==> config.mk <==
export PLATFORM = sky130hd
export DESIGN_NAME = adc_sample_clock_select
export DESIGN_NICKNAME = d
export VERILOG_FILES = /design/src/design/clk_sel_pkg.sv /design/src/design/adc_sample_clock_select.sv
export SDC_FILE = /design/constraint.sdc
export NUM_CORES = 1
export LEC_CHECK = 0
export BUFFER_PORTS_ARGS = -buffer_cell sky130_fd_sc_hd__buf_2
export CORE_AREA = 2 2 56 97
export CTS_CLUSTER_DIAMETER = 80
export DETAILED_ROUTE_END_ITERATION = 10
export DIE_AREA = 0 0 58 99
export GPL_ROUTABILITY_DRIVEN = 0
export PLACE_DENSITY = 0.86
export SETUP_SLACK_MARGIN = 0.05
export SYNTH_ARGS = -nofsm -noshare
export SYNTH_HDL_FRONTEND = slang
export SYNTH_SLANG_ARGS = --single-unit
==> constraint.sdc <==
create_clock -name REF_CLK_IN -period 3.45 [get_ports REF_CLK_IN]
set_input_delay 0.345 -clock REF_CLK_IN [delete_from_list [all_inputs] [get_ports REF_CLK_IN]]
set_output_delay 0.345 -clock REF_CLK_IN [all_outputs]
set_load 0.03 [all_outputs]
==> src/design/clk_sel_pkg.sv <==
// Purpose: Shared constants and types of the sample clock selection block
// Assumes: Register indices times four give the Wishbone byte addresses
// Notes: Registers are at most 8 bits wide, in the low byte of a 32-bit word
package clk_sel_pkg;
   // ****************************************
   // Register indices
   // ****************************************
   localparam logic [7:0] IDX_SOFT_RESET = 8'h00;
   localparam logic [7:0] IDX_DLL_CTRL = 8'h52;
   localparam logic [7:0] IDX_CLK_SRC = 8'h53;
   localparam logic [7:0] IDX_DECIM_PH = 8'h64;
   localparam logic [7:0] IDX_CALIB = 8'h6B;
   localparam logic [7:0] IDX_PLL_OUT = 8'h6D;
   localparam logic [7:0] IDX_STATUS = 8'hD1;
   localparam int ADR_W = 10;
   // ****************************************
   // Field positions
   // ****************************************
   localparam int DLL_EN_BIT = 0;
   localparam int DUTY_BIT = 1;
   localparam int DLL_OUTPUT_DATA_CLOCK_BIT = 2;
   localparam int PHDLY_LSB = 3;
   localparam int DLL_RST_BIT = 6;
   localparam int SRC_BIT = 0;
   localparam int DEC_PH_LSB = 0;
   localparam int DEC_EN_BIT = 3;
   localparam int CAL_TRIG_BIT = 0;
   localparam int PLL_CLK_EN_BIT = 0;
   localparam int SOFT_RST_BIT = 0;
   localparam int STAT_CAL_BIT = 0;
   localparam int STAT_SRC_BIT = 1;
   localparam int STAT_DLLRST_BIT = 2;
   // ****************************************
   // Reset values
   // ****************************************
   localparam logic [7:0] DLL_CTRL_RST = 8'h40;
   localparam logic [7:0] CLK_SRC_RST = 8'h00;
   localparam logic [7:0] DECIM_PH_RST = 8'h00;
   localparam logic [7:0] CALIB_RST = 8'h00;
   localparam logic [7:0] PLL_OUT_RST = 8'h00;
   // ****************************************
   // Timing
   // ****************************************
   localparam int CLK_PERIOD_NS = 100;
   localparam int DLL_RST_NS = 500;
   localparam int SWITCH_GAP_NS = 300;
   localparam logic [3:0] DLL_RST_CYC =
      4'((DLL_RST_NS + CLK_PERIOD_NS - 1) / CLK_PERIOD_NS);
   localparam logic [3:0] SWITCH_GAP_CYC =
      4'((SWITCH_GAP_NS + CLK_PERIOD_NS - 1) / CLK_PERIOD_NS);
   typedef enum logic [1:0] {
      SW_RUN = 2'b00,
      SW_STOP = 2'b01,
      SW_SWAP = 2'b10
   } sw_state_t;
endpackage

==> src/design/adc_sample_clock_select.sv <==
// Purpose: Sample clock source, delay loop and output clock phase control
// Assumes: Classic Wishbone slave, one clock, synchronous active high reset
// Notes: Clock paths are steered by level outputs to the analog clock tree
//
// Design decision made here: the Wishbone interface to the registers.
module adc_sample_clock_select (
   input wire logic REF_CLK_IN,
   input wire logic RST_IN,
   input wire logic CYC_IN,
   input wire logic STB_IN,
   input wire logic WE_IN,
   input wire logic [3:0] SEL_IN,
   input wire logic [clk_sel_pkg::ADR_W-1:0] ADR_IN,
   input wire logic [31:0] DAT_IN,
   output logic [31:0] DAT_OUT,
   output logic ACK_OUT,
   input wire logic CALIB_DONE_IN,
   output logic CORE_SRC_PLL_OUT,
   output logic CORE_CLK_GATE_OUT,
   output logic DLL_ENABLE_OUT,
   output logic DLL_RESET_OUT,
   output logic DUTY_CORR_OUT,
   output logic OUT_CLK_DLL_OUT,
   output logic OUT_CLK_DECIM_OUT,
   output logic [2:0] OUT_PHASE_OUT,
   output logic PLL_CLK_CORE_OUT,
   output logic CALIB_START_OUT
);
   import clk_sel_pkg::*;

   logic ack_q, src_q, trig_q, pll_en_q, soft_q, cal_start_q, cal_done_q;
   logic [31:0] rd_q, rd_d;
   logic [7:0] dll_ctrl_q;
   logic [3:0] decim_q, rst_cnt_q, gap_cnt_q;
   logic sync1_q, sync2_q, sync3_q;
   sw_state_t state_q;
   logic active_src_q, gate_q;
   logic wb_req, wr, dll_en, decim_en;
   logic [7:0] idx;
   logic [2:0] dll_ph;

   assign wb_req = CYC_IN & STB_IN & ~ack_q;
   assign wr = wb_req & WE_IN & SEL_IN[0];
   assign idx = ADR_IN[ADR_W-1:2];
   assign dll_en = dll_ctrl_q[DLL_EN_BIT];
   assign decim_en = decim_q[DEC_EN_BIT];
   assign dll_ph = dll_ctrl_q[PHDLY_LSB+:3];

   // ****************************************
   // Bus slave
   // ****************************************
   always_comb begin
      rd_d = 32'h0000_0000;
      case (idx)
         IDX_DLL_CTRL: rd_d[7:0] = dll_ctrl_q;
         IDX_CLK_SRC: rd_d[SRC_BIT] = src_q;
         IDX_DECIM_PH: rd_d[3:0] = decim_q;
         IDX_CALIB: rd_d[CAL_TRIG_BIT] = trig_q;
         IDX_PLL_OUT: rd_d[PLL_CLK_EN_BIT] = pll_en_q;
         IDX_STATUS: begin
            rd_d[STAT_CAL_BIT] = cal_done_q;
            rd_d[STAT_SRC_BIT] = active_src_q;
            rd_d[STAT_DLLRST_BIT] = DLL_RESET_OUT;
         end
         default: rd_d = 32'h0000_0000;
      endcase
   end

   // Unmapped addresses still answer, reading zero
   always_ff @(posedge REF_CLK_IN) begin
      if (RST_IN) begin
         ack_q <= 1'b0;
         rd_q <= 32'h0000_0000;
      end else begin
         ack_q <= wb_req;
         rd_q <= wb_req ? rd_d : 32'h0000_0000;
      end
   end

   assign ACK_OUT = ack_q;
   assign DAT_OUT = rd_q;

   // ****************************************
   // Control registers
   // ****************************************
   always_ff @(posedge REF_CLK_IN) begin
      if (RST_IN) begin
         src_q <= CLK_SRC_RST[SRC_BIT];
         decim_q <= DECIM_PH_RST[3:0];
         pll_en_q <= PLL_OUT_RST[PLL_CLK_EN_BIT];
      end else if (wr) begin
         if (idx == IDX_CLK_SRC) src_q <= DAT_IN[SRC_BIT];
         if (idx == IDX_DECIM_PH) decim_q <= DAT_IN[3:0];
         if (idx == IDX_PLL_OUT) pll_en_q <= DAT_IN[PLL_CLK_EN_BIT];
      end
   end

   // auto clear after soft reset; a write of 1 wins
   always_ff @(posedge REF_CLK_IN) begin
      if (RST_IN) begin
         dll_ctrl_q <= DLL_CTRL_RST;
      end else if (wr && idx == IDX_DLL_CTRL) begin
         dll_ctrl_q <= {1'b0, DAT_IN[6:0]};
      end else if (rst_cnt_q == 4'h1) begin
         dll_ctrl_q[DLL_RST_BIT] <= 1'b0;
      end
   end

   // ****************************************
   // Soft reset and delay loop reset
   // ****************************************
   always_ff @(posedge REF_CLK_IN) begin
      if (RST_IN) begin
         soft_q <= 1'b0;
      end else begin
         soft_q <= wr && idx == IDX_SOFT_RESET && DAT_IN[SOFT_RST_BIT];
      end
   end

   // timed reset only while the loop is on
   always_ff @(posedge REF_CLK_IN) begin
      if (RST_IN) begin
         rst_cnt_q <= 4'h0;
      end else if (soft_q && dll_en) begin
         rst_cnt_q <= DLL_RST_CYC;
      end else if (rst_cnt_q != 4'h0) begin
         rst_cnt_q <= rst_cnt_q - 4'h1;
      end
   end

   // hold loop in reset while bit set
   always_ff @(posedge REF_CLK_IN) begin
      if (RST_IN) begin
         DLL_RESET_OUT <= 1'b1;
      end else begin
         DLL_RESET_OUT <= dll_ctrl_q[DLL_RST_BIT] | (rst_cnt_q != 4'h0);
      end
   end

   // ****************************************
   // Synthesiser calibration
   // ****************************************
   always_ff @(posedge REF_CLK_IN) begin
      if (RST_IN) begin
         trig_q <= CALIB_RST[CAL_TRIG_BIT];
      end else if (wr && idx == IDX_CALIB) begin
         trig_q <= DAT_IN[CAL_TRIG_BIT];
      end
   end

   // start on toggle or soft reset
   always_ff @(posedge REF_CLK_IN) begin
      if (RST_IN) begin
         cal_start_q <= 1'b0;
      end else begin
         cal_start_q <= soft_q |
            (wr && idx == IDX_CALIB && DAT_IN[CAL_TRIG_BIT] != trig_q);
      end
   end

   assign CALIB_START_OUT = cal_start_q;

   // Done level comes from the analog side
   always_ff @(posedge REF_CLK_IN) begin
      if (RST_IN) begin
         sync1_q <= 1'b0;
         sync2_q <= 1'b0;
         sync3_q <= 1'b0;
      end else begin
         sync1_q <= CALIB_DONE_IN;
         sync2_q <= sync1_q;
         sync3_q <= sync2_q;
      end
   end

   // completion flag; a new start wins
   always_ff @(posedge REF_CLK_IN) begin
      if (RST_IN) begin
         cal_done_q <= 1'b0;
      end else if (cal_start_q) begin
         cal_done_q <= 1'b0;
      end else if (sync2_q && !sync3_q) begin
         cal_done_q <= 1'b1;
      end
   end

   // ****************************************
   // Glitch free source switch
   // ****************************************
   // gate off, swap, then gate on
   always_ff @(posedge REF_CLK_IN) begin
      if (RST_IN) begin
         state_q <= SW_RUN;
         gap_cnt_q <= 4'h0;
         active_src_q <= 1'b0;
         gate_q <= 1'b1;
      end else begin
         case (state_q)
            SW_RUN: begin
               if (src_q != active_src_q) begin
                  gate_q <= 1'b0;
                  gap_cnt_q <= SWITCH_GAP_CYC - 4'h1;
                  state_q <= SW_STOP;
               end
            end
            SW_STOP: begin
               if (gap_cnt_q == 4'h0) begin
                  active_src_q <= src_q;
                  gap_cnt_q <= SWITCH_GAP_CYC - 4'h1;
                  state_q <= SW_SWAP;
               end else begin
                  gap_cnt_q <= gap_cnt_q - 4'h1;
               end
            end
            SW_SWAP: begin
               if (gap_cnt_q == 4'h0) begin
                  gate_q <= 1'b1;
                  state_q <= SW_RUN;
               end else begin
                  gap_cnt_q <= gap_cnt_q - 4'h1;
               end
            end
            default: begin
               gate_q <= 1'b0;
               state_q <= SW_RUN;
            end
         endcase
      end
   end

   // ****************************************
   // Clock path outputs
   // ****************************************
   // default direct path, loops idle
   // loop path only with source 0
   always_ff @(posedge REF_CLK_IN) begin
      if (RST_IN) begin
         CORE_SRC_PLL_OUT <= 1'b0;
         CORE_CLK_GATE_OUT <= 1'b1;
         DLL_ENABLE_OUT <= 1'b0;
      end else begin
         CORE_SRC_PLL_OUT <= active_src_q;
         CORE_CLK_GATE_OUT <= gate_q;
         DLL_ENABLE_OUT <= dll_en & ~active_src_q;
      end
   end

   // never on the synthesiser clock
   // Trim adds jitter, so it stays off unless asked for
   always_ff @(posedge REF_CLK_IN) begin
      if (RST_IN) begin
         DUTY_CORR_OUT <= 1'b0;
      end else begin
         DUTY_CORR_OUT <= dll_en & dll_ctrl_q[DUTY_BIT] & ~active_src_q;
      end
   end

   always_ff @(posedge REF_CLK_IN) begin
      if (RST_IN) begin
         PLL_CLK_CORE_OUT <= 1'b0;
      end else begin
         PLL_CLK_CORE_OUT <= pll_en_q & active_src_q & gate_q;
      end
   end

   always_ff @(posedge REF_CLK_IN) begin
      if (RST_IN) begin
         OUT_CLK_DLL_OUT <= 1'b0;
         OUT_CLK_DECIM_OUT <= 1'b0;
         OUT_PHASE_OUT <= 3'h0;
      end else begin
         OUT_CLK_DLL_OUT <= dll_en & dll_ctrl_q[DLL_OUTPUT_DATA_CLOCK_BIT] & ~active_src_q & ~decim_en;
         OUT_CLK_DECIM_OUT <= decim_en;
         if (decim_en) begin
            OUT_PHASE_OUT <= decim_q[DEC_PH_LSB+:3];
         end else if (active_src_q || (dll_en && dll_ctrl_q[DLL_OUTPUT_DATA_CLOCK_BIT])) begin
            OUT_PHASE_OUT <= dll_ph;
         end else begin
            OUT_PHASE_OUT <= 3'h0;
         end
      end
   end
endmodule // adc_sample_clock_select

==> summary.log <==
INFO  die            chipWidth=58um
INFO  grt            grt_util_all_layers=16.9%
INFO  sta            setup_failing_eps_final=0
INFO  grt            global_route.overflow_total=0
INFO  die            initial_utilization=48.0%
INFO  routing        antenna_violating_nets_post_route=0
INFO  routing        post_drt_wl_per_cell=13.4um
INFO  setup_path     cp_data_required_time=3650ps
INFO  final_layout   diodes=0
INFO  die            fp.coreArea=4930um^2
INFO  sta            max-slew-margin-rel=42.7%
INFO  setup_path     critical_path.reg2reg.startpoint=gap_cnt_q[0]
INFO  routing        count_of_unresolved_drc_violations_after_routing=0
INFO  pwr            power.switching_fraction=32.2%
INFO  placed_design  dpl.hpwl=3470um
INFO  clock_network  cts_tree=yes
INFO  min_path       hold_crit_depth=2
INFO  setup_path     path_class=in -> reg
INFO  placed_design  buffer_ports.inserted=41
INFO  pwr            power.combinational.fraction=24.3%
INFO  pwr            power_report.internal_total=918uW
INFO  sta            timing.fmax=499MHz
INFO  sta            clock-skew-final=11.2ps
INFO  run_status     run_status=completed
INFO  sta            fin_crit=2000ps
INFO  setup_path     regToRegEndpoint=gap_cnt_q[3]
INFO  clock_network  clk_lat_worst_skew=310ps
INFO  sta            max_slew_violations=0
INFO  pwr            power.total=1.35mW
INFO  clock_network  clk_transition_reported_paths=90ps
INFO  grt            grt_use_met3=3.81%
INFO  pwr            power.static_leakage=1.13nW
INFO  sta            rsz_0062_raised_after_global_routing=no
INFO  logic_synthesis syn_area_per_cell=9.37um^2
INFO  min_path       hold_path_end=soft_q
INFO  final_layout   final_layout_size_suffix_gt1_share=19.6%
INFO  clock_network  postCtsHoldBufs=0
INFO  logic_synthesis syn_area=2370um^2
INFO  logic_synthesis most_used_dff_post_synth=dfxtp_1
INFO  pwr            power.share.sequential=49.0%
INFO  grt            grt_start_max_net_pins=44
INFO  setup_path     regToRegSetupSlack=1520ps
INFO  routing        detail_route.first_pass.iterations=4
INFO  logic_synthesis synthDistinctLibCells=48
INFO  grt            wire_length_of_the_first_global_routing_pass=7530um
INFO  pwr            clock_power_share=26.7%
INFO  die            dieArea=5740um^2
INFO  setup_path     rr_worst_depth=6
INFO  die            die_y=99um
INFO  logic_synthesis yosys_register_bits=51
INFO  placed_design  place_worst_setup_slack=1150ps
INFO  clock_network  clock_tree.buffer_depth=2
INFO  final_layout   syn2layout_area_growth=10.6%
INFO  min_path       hold_path_startpoint=ADR_IN[6]
INFO  sta            worst-slew-pin-transition=852ps
INFO  routing        detail_route.iter0.violations=49
INFO  logic_synthesis synth_enable_flop_cells=0
INFO  final_layout   finish.net_count=355
INFO  clock_network  post_cts.resized_instances=0
INFO  run            maxCapViolCount=0
INFO  clock_network  clock_tree.root_cell=clkbuf_8
INFO  die            floorplan.io_pins=97
INFO  die            floorplan.rows=34
INFO  clock_network  cts.sinks=51
INFO  clock_network  post_cts_buffers=0
INFO  grt            global_route.peak_usage_layer=met2
INFO  logic_synthesis postSynth.asyncResetShare=0%
INFO  pwr            power.density=517nW/um^2
INFO  setup_path     cp-start-kind=input port
INFO  routing        via_count_of_the_routed_design=1916
INFO  grt            antenna_violations_before_repair=0
INFO  setup_path     worstPathMaxFanout=6
INFO  sta            final.period_utilization=58.1%
INFO  grt            met1_usage=18.2%
INFO  logic_synthesis yosys_warnings=0
INFO  sta            fin_setup_tns=0ps
INFO  clock_network  htreeDepth=2
INFO  logic_synthesis synth_seq_area_share=43.1%
INFO  sta            hold_violations=0
INFO  routing        route.detailed.vias_per_inst=5.47
INFO  grt            first_global_vias=1736
INFO  grt            grtUsageMet2=30.1%
INFO  pwr            power_switching=436uW
INFO  logic_synthesis synthCells=253
INFO  min_path       hold_class=in -> reg
INFO  setup_path     critPathCaptureType=flip-flop
INFO  setup_path     timing.critical_path.arrival=2210ps
INFO  clock_network  cts_inserted_buffers=5
INFO  pwr            max-vdd-ir-drop=0.469mV
INFO  sta            timing.final.ws_setup=1450ps
INFO  routing        routed_wirelength=4690um
how the worst max path moves through the flow:
stage	from	endpoint	slack (ps)
2_1_floorplan	ADR_IN[2]	dll_ctrl_q[6]	1400
3_3_place_gp	ADR_IN[2]	dll_ctrl_q[6]	1180
3_5_place_dp	ADR_IN[2]	dll_ctrl_q[6]	1150
4_1_cts	ADR_IN[9]	decim_q[3]	1460
5_1_grt	ADR_IN[9]	decim_q[3]	1270
6_report	ADR_IN[9]	decim_q[3]	1450
kinds of logic (layout without fill, tap and decap cells):
| family | Yosys count | count (layout) | synth area share, % |
|---|---|---|---|
| AOI/OAI and AO/OA | 43 | 43 | 12.0 |
| adders and majority gates | 8 | 8 | 4.22 |
| and+or+nand+nor | 91 | 91 | 22.8 |
| other | 1 | 25 | 0.158 |
| xor gates and xnor gates | 4 | 4 | 1.48 |
| DFF | 51 | 51 | 43.1 |
| muxes | 12 | 12 | 5.17 |
| buffers and inverters | 43 | 62 | 11.1 |
cell usage in the layout (no fill, tap or decap), drive strengths merged, types with 3 or more instances in the layout:
cell type   n
dfxtp      51
buf        42
conb       25
nor2       22
a21oi      17
inv        12
nand2      11
mux2i      10
nor3        9
ha          8
o21ai       7
nand2b      6
nor2b       6
clkbuf      6
nand4b      5
a22o        5
and2        5
nand4       4
nor4        4
nor3b       3
and3        3
a221o       3
a211oi      3
power by group through the flow:
stage / clock (mW) / combinational [mW] / sequential, mW
final: 0.361 / 0.329 / 0.664
after detailed placement: 0 / 0.327 / 0.677
after global placement: 0 / 0.316 / 0.674
after CTS: 0.363 / 0.329 / 0.663
after floorplan: 0 / 0.276 / 0.679
after global routing: 0.392 / 0.366 / 0.669
metal layers:
metal | part of all wire (%) | wire length [um] | up-vias
li1 | - | - | 921
met1 | 39 | 1810 | 904
met2 | 53 | 2470 | 78
met3 | 6.2 | 293 | 13
met4 | 2.5 | 115 | 0
met5 | 0 | 0 | -
per-stage QoR:
stage,utilization (%),hold slack (ps),instances,cell area (um^2)
global route,53.1,230,350,2620
floorplan,-,414,277,2460
CTS,53.1,225,350,2620
detailed placement,51.1,403,342,2520
global placement,51.1,401,342,2520
finish,53.1,232,350,2620
state kept, by name, summed over array words and instances, names as in the netlist, 2 cells and up:
| register | flops |
|---|---|
| DAT_OUT | 7 |
| OUT_PHASE_OUT | 3 |
| decim_q | 4 |
| dll_ctrl_q | 7 |
| gap_cnt_q | 4 |
| rst_cnt_q | 4 |
| state_q | 2 |
layout make-up:
class                   count  area (um^2)
clock buffers               6         82.6
clock inverters             2         16.3
fillers                   463         2310
inverters                  12         45.0
multi-input cells         183         1180
flip-flops and latches     51         1020
well taps                  54         67.6
repair buffers             42          213
cell usage after synthesis, drive strengths merged, types with 2 or more instances:
library cell	number	area (um^2)
nor4bb	2	20.0
nand4b	5	43.8
nor3	9	45.0
nor3b	3	22.5
clkbuf	4	15.0
mux2	2	22.5
o21ai	7	35.0
or3	2	12.5
dfxtp	51	1020
nor2	22	82.6
a22o	5	43.8
xnor2	2	17.5
inv	12	45.0
and3	3	18.8
ha	8	100
nand2b	6	37.5
a221o	3	30.0
and2	5	32.5
mux2i	10	100
a21oi	17	85.1
nand2	11	41.3
a211oi	3	22.5
nand4	4	25.0
buf	27	203
a221oi	2	17.5
nor2b	6	37.5
xor2	2	17.5
nor4	4	40.0
critical path, stage by stage:
cell	delay, ps
buf_2	140
nand4bb_1	280
nor4_1	750
and2_1	330
mux2_2	350
Power figures use the tool's default switching activity.
